### src/core/wdog_pkg.sv
package wdog_pkg;
	// clock rate
	localparam int unsigned CLK_MHZ         = 125;
	// least trigger pulse width, microseconds
	localparam int unsigned TRIG_MIN_US     = 100;
	localparam int unsigned TRIG_MIN_CYC    = TRIG_MIN_US * CLK_MHZ;
	localparam int unsigned TRIG_CNT_W      = 14;
	// window lengths are programmed in units of this many cycles
	localparam int unsigned WIN_TICK_CYC    = 1000;
	localparam int unsigned TICK_CNT_W      = 10;
	localparam int unsigned WIN_W           = 8;
	// reset pulse length in ticks
	localparam logic [WIN_W-1:0] RST_PULSE_TICKS = 8'h0A;
	// monitor count: step-down a, step-down b, boost, analog, rail a, rail b
	localparam int unsigned MON_N           = 6;

	// window lengths and expiry action
	typedef struct packed {
		logic [WIN_W-1:0] long_open;
		logic [WIN_W-1:0] close_len;
		logic [WIN_W-1:0] open_len;
		logic             stay_in_reset;
	} wdog_cfg_t;

	// supervisor configuration
	typedef struct packed {
		logic [MON_N-1:0] mon_enable;
		logic [MON_N-1:0] to_primary;
		logic [MON_N-1:0] to_secondary;
		logic [MON_N-1:0] irq_mask;
		logic             window_sel;
		logic             sec_is_gpo;
		logic             gpo_level;
	} mon_cfg_t;

	// comparator results per monitor
	typedef struct packed {
		logic [MON_N-1:0] under;
		logic [MON_N-1:0] over;
	} mon_raw_t;

	typedef enum logic [2:0] {
		WD_OFF, WD_LONG_OPEN, WD_CLOSE, WD_OPEN, WATCHDOG_RESET_OUTPUT_PULSE, WD_HOLD
	} wd_state_t;
endpackage

### src/core/window_watchdog_powergood_monitor.sv
`timescale 1ns/1ps
// What this block does
// - trigger pulses shorter than 100 us ignored
// - every expiry produces reset output pulse
// - post-expiry action selectable by configuration
// - three window lengths independently configurable
// - long-open or open timeout enters reset
// - trigger during close window enters reset
// - control register write extends long-open
// - each monitored signal has own enable
// - window select 0 undervoltage, 1 both
// - one window select for all monitors
// - enabled results drive power-good outputs, interrupt
// - power-good interrupt per-flag maskable
// - secondary output shared with general output
// - configuration target at all bus rates
module window_watchdog_powergood_monitor (
	// clock and reset
	input  wire logic              mclk,
	input  wire logic              reset_n,
	// watchdog pin and configuration, plain ports so any bus rate serves
	input  wire logic              watchdog_trigger_input,
	input  wire logic              wd_enable,
	input  wire wdog_pkg::wdog_cfg_t wd_cfg,
	input  wire logic              ctrl_first_write,
	input  wire logic              ctrl_second_write,
	input  wire logic              wd_restart,
	output logic                   watchdog_reset_output,
	output logic                   wd_expired_flag,
	output logic [2:0]             wd_state_out,
	// supply monitor
	input  wire wdog_pkg::mon_raw_t mon_raw,
	input  wire wdog_pkg::mon_cfg_t supply_monitor_enable_reg,
	output logic                   supply_ok_out_primary,
	output logic                   supply_ok_out_secondary,
	output logic                   supply_irq,
	output logic [5:0]             mon_fault_status
);
	import wdog_pkg::*;

	// reset release synchroniser
	logic rst_meta;
	logic rst_sync_n;
	always_ff @(posedge mclk or negedge reset_n) begin
		if (!reset_n) begin
			rst_meta   <= 1'b0;
			rst_sync_n <= 1'b0;
		end else begin
			rst_meta   <= 1'b1;
			rst_sync_n <= rst_meta;
		end
	end

	// trigger pin synchroniser
	logic trig_meta;
	logic trig_sync;
	always_ff @(posedge mclk or negedge rst_sync_n) begin
		if (!rst_sync_n) begin
			trig_meta <= 1'b0;
			trig_sync <= 1'b0;
		end else begin
			trig_meta <= watchdog_trigger_input;
			trig_sync <= trig_meta;
		end
	end

	// monitor input synchronisers
	mon_raw_t mon_meta;
	mon_raw_t mon_sync;
	always_ff @(posedge mclk or negedge rst_sync_n) begin
		if (!rst_sync_n) begin
			mon_meta <= '0;
			mon_sync <= '0;
		end else begin
			mon_meta <= mon_raw;
			mon_sync <= mon_meta;
		end
	end

	// pulse width qualifier state
	logic [TRIG_CNT_W-1:0] width_cnt;      // high-time counter
	logic                  width_done;     // pulse already accepted
	logic [TRIG_CNT_W-1:0] next_width_cnt;
	logic                  next_width_done;
	logic                  trig_valid;     // one cycle when pulse qualifies

	// count high time; accept once at the minimum width
	always_comb begin
		next_width_cnt  = width_cnt;
		next_width_done = width_done;
		trig_valid      = 1'b0;
		if (!trig_sync) begin
			next_width_cnt  = '0;
			next_width_done = 1'b0;
		end else if (!width_done) begin
			if (width_cnt == TRIG_CNT_W'(TRIG_MIN_CYC - 1)) begin
				trig_valid      = 1'b1;
				next_width_done = 1'b1;
			end else begin
				next_width_cnt = width_cnt + 1'b1;
			end
		end
	end

	// register qualifier
	always_ff @(posedge mclk or negedge rst_sync_n) begin
		if (!rst_sync_n) begin
			width_cnt  <= '0;
			width_done <= 1'b0;
		end else begin
			width_cnt  <= next_width_cnt;
			width_done <= next_width_done;
		end
	end

	// watchdog state
	wd_state_t             state;
	logic [TICK_CNT_W-1:0] tick_cnt;   // prescaler
	logic [WIN_W-1:0]      win_cnt;    // ticks elapsed in window
	logic                  rst_out;
	logic                  exp_flag;
	wd_state_t             next_state;
	logic [TICK_CNT_W-1:0] next_tick_cnt;
	logic [WIN_W-1:0]      next_win_cnt;
	logic                  next_rst_out;
	logic                  next_exp_flag;
	logic                  tick;       // prescaler wrap
	logic [WIN_W-1:0]      win_len;    // length of current window
	logic                  win_end;    // current window elapsed

	// window sequencing
	always_comb begin
		next_state    = state;
		next_tick_cnt = tick_cnt + 1'b1;
		next_win_cnt  = win_cnt;
		next_rst_out  = 1'b0;
		next_exp_flag = exp_flag;
		tick          = (tick_cnt == TICK_CNT_W'(WIN_TICK_CYC - 1));
		// pick the length of the running window
		unique case (state)
			WD_LONG_OPEN:   win_len = wd_cfg.long_open;
			WD_CLOSE:       win_len = wd_cfg.close_len;
			WD_OPEN:        win_len = wd_cfg.open_len;
			WATCHDOG_RESET_OUTPUT_PULSE: win_len = RST_PULSE_TICKS;
			default:        win_len = '0;
		endcase
		win_end = tick && (win_cnt + 1'b1 >= win_len);
		if (tick) begin
			next_tick_cnt = '0;
			next_win_cnt  = win_cnt + 1'b1;
		end
		unique case (state)
			// idle until software enables
			WD_OFF: begin
				next_tick_cnt = '0;
				next_win_cnt  = '0;
				if (wd_enable) begin
					next_state = WD_LONG_OPEN;
				end
			end
			// first window after enable
			WD_LONG_OPEN: begin
				if (ctrl_first_write || ctrl_second_write) begin
					next_tick_cnt = '0;
					next_win_cnt  = '0;
				end else if (trig_valid) begin
					next_state    = WD_CLOSE;
					next_tick_cnt = '0;
					next_win_cnt  = '0;
				end else if (win_end) begin
					next_state    = WATCHDOG_RESET_OUTPUT_PULSE;
					next_tick_cnt = '0;
					next_win_cnt  = '0;
					next_exp_flag = 1'b1;
				end
			end
			// early trigger is a fault
			WD_CLOSE: begin
				next_tick_cnt = win_end ? '0 : next_tick_cnt;
				next_win_cnt  = win_end ? '0 : next_win_cnt;
				if (trig_valid) begin
					next_state    = WATCHDOG_RESET_OUTPUT_PULSE;
					next_tick_cnt = '0;
					next_win_cnt  = '0;
					next_exp_flag = 1'b1;
				end else if (win_end) begin
					next_state = WD_OPEN;
				end
			end
			// trigger expected here
			WD_OPEN: begin
				if (trig_valid) begin
					next_state    = WD_CLOSE;
					next_tick_cnt = '0;
					next_win_cnt  = '0;
				end else if (win_end) begin
					next_state    = WATCHDOG_RESET_OUTPUT_PULSE;
					next_tick_cnt = '0;
					next_win_cnt  = '0;
					next_exp_flag = 1'b1;
				end
			end
			// reset output driven on every expiry
			WATCHDOG_RESET_OUTPUT_PULSE: begin
				next_rst_out = 1'b1;
				if (win_end) begin
					next_rst_out  = 1'b0;
					next_tick_cnt = '0;
					next_win_cnt  = '0;
					// configured follow-up action
					next_state    = wd_cfg.stay_in_reset ? WD_HOLD : WD_LONG_OPEN;
				end
			end
			// wait for software restart
			WD_HOLD: begin
				next_tick_cnt = '0;
				next_win_cnt  = '0;
				if (wd_restart) begin
					next_state    = WD_LONG_OPEN;
					next_exp_flag = 1'b0;
				end
			end
		endcase
		// disable overrides state and reset output, but not the expired flag
		if (!wd_enable) begin
			next_state   = WD_OFF;
			next_rst_out = 1'b0;
		end
		// new expiry wins over the clear only while the flag is clear; with the flag already set, restart clears it
		if (wd_restart && !(next_exp_flag && !exp_flag)) begin
			next_exp_flag = 1'b0; // restart clears in any state
		end
	end

	// register watchdog
	always_ff @(posedge mclk or negedge rst_sync_n) begin
		if (!rst_sync_n) begin
			state    <= WD_OFF;
			tick_cnt <= '0;
			win_cnt  <= '0;
			rst_out  <= 1'b0;
			exp_flag <= 1'b0;
		end else begin
			state    <= next_state;
			tick_cnt <= next_tick_cnt;
			win_cnt  <= next_win_cnt;
			rst_out  <= next_rst_out;
			exp_flag <= next_exp_flag;
		end
	end

	// supervisor state
	logic [MON_N-1:0] fault;
	logic             pg_pri;
	logic             pg_sec;
	logic             irq;
	logic [MON_N-1:0] next_fault;
	logic             next_pg_pri;
	logic             next_pg_sec;
	logic             next_irq;

	// combine enabled monitor results
	always_comb begin
		// common window select for all monitors
		next_fault = supply_monitor_enable_reg.mon_enable & (mon_sync.under |
			(supply_monitor_enable_reg.window_sel ? mon_sync.over : '0));
		next_pg_pri = ~|(next_fault & supply_monitor_enable_reg.to_primary);
		// pin is power-good or plain output
		next_pg_sec = supply_monitor_enable_reg.sec_is_gpo ?
			supply_monitor_enable_reg.gpo_level :
			~|(next_fault & supply_monitor_enable_reg.to_secondary);
		next_irq = |(next_fault & ~supply_monitor_enable_reg.irq_mask);
	end

	// register supervisor outputs
	always_ff @(posedge mclk or negedge rst_sync_n) begin
		if (!rst_sync_n) begin
			fault  <= '0;
			pg_pri <= 1'b0;
			pg_sec <= 1'b0;
			irq    <= 1'b0;
		end else begin
			fault  <= next_fault;
			pg_pri <= next_pg_pri;
			pg_sec <= next_pg_sec;
			irq    <= next_irq;
		end
	end

	// outputs straight from flops
	assign watchdog_reset_output   = rst_out;
	assign wd_expired_flag         = exp_flag;
	assign wd_state_out            = state;
	assign supply_ok_out_primary   = pg_pri;
	assign supply_ok_out_secondary = pg_sec;
	assign supply_irq              = irq;
	assign mon_fault_status        = fault;
endmodule

### config.mk
export PLATFORM = sky130hd
export DESIGN_NAME = window_watchdog_powergood_monitor
export DESIGN_NICKNAME = d
export VERILOG_FILES = /design/src/core/wdog_pkg.sv /design/src/core/window_watchdog_powergood_monitor.sv
export SDC_FILE = /design/constraint.sdc
export NUM_CORES = 1
export LEC_CHECK = 0
export BUFFER_PORTS_ARGS = -buffer_cell sky130_fd_sc_hd__buf_2
export CORE_ASPECT_RATIO = 0.6
export CORE_MARGIN = 2
export CORE_UTILIZATION = 53
export DETAILED_ROUTE_END_ITERATION = 8
export PLACE_DENSITY = 0.83
export RECOVER_POWER = 50
export SKIP_CTS_REPAIR_TIMING = 1
export SYNTH_ARGS = -nofsm -noshare
export SYNTH_HDL_FRONTEND = slang
export SYNTH_SLANG_ARGS = --single-unit
### constraint.sdc
create_clock -name mclk -period 2.5 [get_ports mclk]
set_input_delay 0.5 -clock mclk [delete_from_list [all_inputs] [get_ports mclk]]
set_output_delay 0.5 -clock mclk [all_outputs]
set_load 0.005 [all_outputs]
Word level (Yosys, flattened, before mapping)

Cells that the tools add are included.

$add $sub $neg: 3
$mul: 0
Divide/modulo/power cells: 0
Magnitude comparators: 1
Eq/ne operators: 13
Shift operators: 0
Multiplexer cells: 41
Bitwise operators: 6
Reduce and logical (&&, ||, !) cells: 16

Operator list:

| operator                | count |
|---|---|
| $pmux W8 S4             | 2 |
| $mux W14                | 3 |
| $mux W10                | 4 |
| $pmux W10 S4            | 1 |
| $mux W8                 | 4 |
| $mux W3                 | 9 |
| $and A6 B6 Y6           | 4 |
| $pmux W3 S6             | 1 |
| $reduce_or A6 Y1        | 3 |
| $mux W1                 | 15 |
| $add A14 B1 Y14 const B | 1 |
| $eq A14 B14 Y1 const B  | 1 |
| $add A10 B1 Y10 const B | 1 |
| $eq A10 B10 Y1 const B  | 1 |
| $ne A3 B3 Y1 const B    | 3 |
| $add A8 B1 Y8 const B   | 1 |
| $ge A8 B8 Y1            | 1 |
| $eq A3 B2 Y1 const B    | 2 |
| $eq A3 B3 Y1 const B    | 2 |
| $mux W6                 | 1 |
| $not A6 Y6              | 1 |
| $or A6 B6 Y6            | 1 |
| $logic_not A1 Y1        | 4 |
| $ne A2 B2 Y1 const B    | 2 |
| other kinds (9)         | 12 |

Register bits: 75
Bits in latches: 0
RAM bits: 0
Bits in read-only memories: 0
Input port bits: 71
Output and inout port bits: 14
Logic and storage cells: 99
Memories: 0

Depth between registers and ports, before layout

Depth after elaboration: 12
Gate-level depth with buffers: 12
Depth with buffers taken out: 11

Worst setup path before layout

No wires, ideal clock.

Path type: reg2reg
Start: register state[0] (netlist: wd_state_out[0])
End: register state[2] (netlist: wd_state_out[2])
Library setup time: 94 ps
Arrival time: 2873 ps
Required time: 2406 ps
Path slack: -467 ps
Stages on the path, launching flop included: 13
Path buffers: 2
Clock period less this slack: 2967 ps
Path through: dfrtp_1 > clkbuf_1 > clkbuf_1 > mux2_2 > a22oi_1 > nor2_1 > ha_1 > and3_1 > o21ai_0 > a311o_1 > a21oi_1 > nor2_1 > a211oi_1

Word-level cells in the longest chain between the ends: 9
Elaborated cells on any way between the ends: 19
Those cells by class: order compare (1); eq/ne (9); mux (6); reduce/logical (3)

Ends and longest elaborated chain:

| what                                       | RTL line                                                                           | text |
|---|---|---|
| start, declared                            | window_watchdog_powergood_monitor.sv:117                                           | `wd_state_t state;` |
| start signal, assigned                     | window_watchdog_powergood_monitor.sv:244                                           | `state <= next_state;` |
| $eq A3 B3 Y1, or another cell as far along | window_watchdog_powergood_monitor.sv:140, window_watchdog_powergood_monitor.sv:152 |  |
| $pmux W8 S4                                | window_watchdog_powergood_monitor.sv:140                                           | `unique case (state)` |
| $ge A8 B8 Y1                               | window_watchdog_powergood_monitor.sv:147                                           | `win_end = tick && (win_cnt + 1'b1 >= win_len);` |
| $logic_and A1 B1 Y1                        | window_watchdog_powergood_monitor.sv:147                                           |  |
| $mux W3 (3 in a row)                       | n/a                                                                                |  |
| $pmux W3 S6                                | window_watchdog_powergood_monitor.sv:152                                           | `unique case (state)` |
| $mux W3                                    | window_watchdog_powergood_monitor.sv:225                                           | `if (!wd_enable) begin` |

Several ways; a longest one is shown, not always the timed one. The select of a mux whose other input is x is not followed.
A chain may end at the register's enable or synchronous reset.

Worst setup path after layout

Start: register state[0] (netlist: wd_state_out[0])
End: register exp_flag (netlist: wd_expired_flag)

Word-level cells in the longest chain between the ends: 12
Elaborated cells on any way between the ends: 16
Those cells by class: order compare (1); eq/ne (5); mux (6); reduce/logical (4)

Ends and longest elaborated chain:

| what                                       | RTL line                                                                           | text |
|---|---|---|
| $eq A3 B3 Y1, or another cell as far along | window_watchdog_powergood_monitor.sv:140                                           |  |
| $pmux W8 S4                                | window_watchdog_powergood_monitor.sv:140                                           |  |
| $ge A8 B8 Y1                               | window_watchdog_powergood_monitor.sv:147                                           |  |
| $logic_and A1 B1 Y1                        | window_watchdog_powergood_monitor.sv:147                                           |  |
| $mux W1                                    | window_watchdog_powergood_monitor.sv:170, window_watchdog_powergood_monitor.sv:196 |  |
| $mux W1                                    | window_watchdog_powergood_monitor.sv:192                                           | `if (trig_valid) begin` |
| $mux W1                                    | window_watchdog_powergood_monitor.sv:163                                           | `if (ctrl_first_write \|\| ctrl_second_write) begin` |
| $pmux W1 S4 *                              | window_watchdog_powergood_monitor.sv:152                                           |  |
| $logic_and A1 B1 Y1                        | window_watchdog_powergood_monitor.sv:230                                           | `if (wd_restart && !(next_exp_flag && !exp_flag)) begin` |
| $logic_not A1 Y1                           | window_watchdog_powergood_monitor.sv:230                                           |  |
| $logic_and A1 B1 Y1                        | window_watchdog_powergood_monitor.sv:230                                           |  |
| $mux W1 *                                  | window_watchdog_powergood_monitor.sv:230                                           |  |
| named net next_exp_flag                    | window_watchdog_powergood_monitor.sv:126                                           | `logic next_exp_flag;` |
| end signal, assigned                       | window_watchdog_powergood_monitor.sv:248                                           | `exp_flag <= next_exp_flag;` |
| end, declared                              | window_watchdog_powergood_monitor.sv:121                                           | `logic exp_flag;` |

Mark *: on every way through the listed nets, which the timed path passes. The rest lies on a longest branch.

==> summary.md <==
| Metric | Value |
|---|---|
| Worst R2R End | `wd_expired_flag` |
| Die Width | `109 um` |
| Reg2reg path depth | `11` |
| Hold depth | `1` |
| Final worst slack | `-0.140 ns` |
| Starting Density | `0.563` |
| Residual DRC | `0` |
| Port buffer count | `84` |
| DRT Wirelength | `7850 um` |
| Clk pin slew, worst setup/hold paths | `0.09 ns` |
| Area leader, netlist | `dfrtp_1` |
| Vias per inst | `5.38` |
| Fin crit share | `1.06` |
| Pwr/cell area | `658 mW/mm^2` |
| End of the worst hold path | `mon_meta[10]` |
| Core Region | `0.00628 sq mm` |
| Failing checks | `negative setup slack` |
| Post-DRT Antenna Nets | `0` |
| Nets | `525` |
| Total gr overflow | `0` |
| Crit-path cells | `buf_4 > mux2_2 > a22o_1 > nand2_1 > ha_1 > and3_4 > o21ai_2 > a311o_1 > a21oi_4 > a22oi_2 > o31ai_2` |
| Post-synthesis sequential area ratio | `0.531` |
| Mapped Avg Cell Area | `10.6 sq um` |
| Main combinational cell family by area after synthesis | `simple AND/OR/NAND/NOR gates` |
| Post-synthesis simple-gate area fraction | `0.190` |
| Req. time, crit path | `2.77 ns` |
| Slowest stage delay, CP | `0.46 ns` |
| Vias in the first global route | `2,693` |
| TritonCTS Sinks | `75` |
| Die height | `67.3 um` |
| Post-route minimum period | `2.64 ns` |
| Final Setup Violations | `12` |
| Root buf cell | `clkbuf_8` |
| Total GRT Usage | `0.225` |
| Starting DRC count in detailed routing | `185` |
| Synth area leaders | `dfrtp_1 (53%), ha_1 (3.9%), nand2_1 (3.5%)` |
| Arr. time, crit path | `2.91 ns` |
| RSZ-0062 raised after global routing | `yes` |
| Placed instance count | `510` |
| H-Tree Depth | `3` |
| Post-synth top area share | `0.531` |
| P_leak | `2.16 nW` |
| Fmax | `379 MHz` |
| Worst-path fanout max | `6` |
| Max Slew Vio Count | `0` |
| R2r setup slk | `-0.14 ns` |
| TritonRoute pass-1 iters | `4` |
| Maximum vdd drop | `0.413 mV` |
| XOR/XNOR share of the synthesized area | `0.0595` |
| Syn Nets | `415` |
| Setup crit end kind | `flop` |
| Setup TNS | `-1.19 ns` |
| N_diodes | `0` |
| Count of different cell masters after synthesis | `45` |
| CP Launch Type | `flop` |
| GPL Wtd Cong | `0.849` |
| Max_cap viols | `0` |
| Slowest CP cell | `dfrtp_2` |
| Clock Latency Late Sink | `0.35 ns` |
| Slew @ Worst Pin | `1.09 ns` |
| EDFF count, synth | `0` |
| Post-Syn Area | `0.00353 sq mm` |
| Compound-gate portion of the synthesized area | `0.134` |
| Cts bufs inserted | `9` |
| Non-Filler Instances | `532` |
| Initial antenna violation count | `0` |
| Area grow syn2layout | `29.0%` |
| CTS tree | `done` |
| # IOs | `85` |
| First-pass GRT wire length | `12,400 um` |
| Hpwl dp | `5670 um` |
| WHS | `0.252 ns` |
| Hold_sp | `mon_raw[10]` |
| Fin Clk Skew | `0.0135 ns` |
| Largest net degree at the start of global routing | `45` |
| Crit path kind | `flop to flop` |
| Pre-CTS WS | `-0.179 ns` |
| Wire length per cell | `14.8 um` |
| FF-to-FF Start | `wd_state_out[0]` |
| Warnings, synthesis | `0` |
| Post-synth ARST share | `1.00` |
| Post-Syn Instances | `333` |
| Adder and majority cell fraction of the synthesized area | `0.0389` |
| Outcome | `finished with violations` |
| Core Rows | `22` |
| Vias | `2,862` |
| Fin. Hold Viols | `0` |
| Slew margin rel. | `0.277` |
| Clock Path Buffers | `2` |
| Hold crit path type | `input port to flop` |
| Final core utilization | `0.726` |
| Layout cells sized above 1 | `0.350` |
| Synthesis-stage register bit count | `75` |
| Mux cell area share after synthesis | `0.0255` |
| Top FF cell, synth | `dfrtp_1` |
| Die Area | `0.00736 sq mm` |
[sequential cells by signal, summed over array words and instances (netlist names), 3 cells and up]
register          cells
mon_fault_status      6
mon_meta             12
mon_sync             12
tick_cnt             10
wd_state_out          3
width_cnt            14
win_cnt               8
[cell usage after synthesis (4+ instances only)]
cell type / number
and3_1: 8
nand3_1: 11
a21oi_1: 17
nor2b_1: 10
o21ai_0: 12
dfrtp_1: 75
o22ai_1: 4
inv_1: 10
nand2_1: 33
nand3b_1: 4
xor2_1: 13
mux2_2: 8
clkbuf_1: 9
a22oi_1: 10
nor2_1: 23
and2_1: 14
ha_1: 11
a22o_1: 9
xnor2_1: 11
[critical path: cells and delay by family (launching register included)]
family	cells	cell delay (ns)
adder cells (fa/ha/maj)	1	0.32
multiplexers	1	0.21
buffers and inverters	1	0.15
AND/OR/NAND/NOR	2	0.24
AO/OA/AOI/OAI	6	1.18
flip-flops	1	0.46
[final cells by class]
cell class              count  area (sq um)
multi-input cells         239          1730
inverters                  10          37.5
clock buffers              10           128
clock inverters             6          73.8
repair buffers            108           609
flip-flops and latches     75          1880
well taps                  84           105
fillers                   433          1720
[where the power goes]
part | leakage, nW | switching (mW) | total (mW) | internal (mW)
registers | 0.962 | 0.0490 | 1.32 | 1.27
logic | 1.10 | 0.351 | 0.740 | 0.390
clock network | 0.0950 | 0.468 | 0.942 | 0.473
total | 2.16 | 0.868 | 3.00 | 2.13
[worst max-delay path by stage]
stage | end | from | cells after the start | slack, ns
3_3_place_gp | wd_state_out[2] | wd_state_out[0] | 11 | 0.02
5_1_grt | wd_expired_flag | wd_state_out[0] | 11 | -0.30
6_report | wd_expired_flag | wd_state_out[0] | 11 | -0.14
4_1_cts | wd_state_out[2] | wd_state_out[0] | 10 | -0.22
2_1_floorplan | wd_state_out[2] | wd_state_out[0] | 12 | -0.009
3_5_place_dp | wd_state_out[2] | wd_state_out[0] | 10 | -0.18
[routing by layer]
metal / vias to the layer above / wire [um] / global-route usage
li1: 1388 / - / -
met1: 1381 / 3860 / 0.321
met2: 85 / 3440 / 0.338
met3: 8 / 505 / 0.0627
met4: 0 / 52 / 0.0649
met5: - / 0 / 0
[stage by stage]
step	area [sq um]	power [mW]
final	4560	3.00
after global routing	4560	3.14
after CTS	4380	2.89
after detailed placement	4180	1.95
after global placement	4180	1.92
after floorplan	3560	1.75
[cell usage in the layout, fill, tap and decap left out, types with 3 or more instances in the layout]
cell       n
buf_2     83
dfrtp_1   74
nand2_1   32
nor2_1    21
buf_4     19
a21oi_1   14
xor2_1    13
and2_1    12
nand3_1   11
xnor2_1   11
inv_1     10
o21ai_0   10
ha_1      10
a22o_1     9
clkbuf_8   9
nor2b_1    8
mux2_2     7
and3_1     7
a22oi_1    7
nand3b_1   4
a22oi_2    3
o21a_1     3
nand4b_1   3
or3_1      3
nand2b_1   3
nand4_1    3
clkbuf_1   3
buf_6      3
[cells by family (layout without fill, tap and decap cells)]
logic type,after synthesis,in the layout
other,1,1
buffers and inverters,19,134
DFF,75,75
adders and majority gates,11,11
xor gates and xnor gates,24,24
AOI/OAI and AO/OA,70,70
and+or+nand+nor,125,125
muxes,8,8
Power figures use the tool's default switching activity.
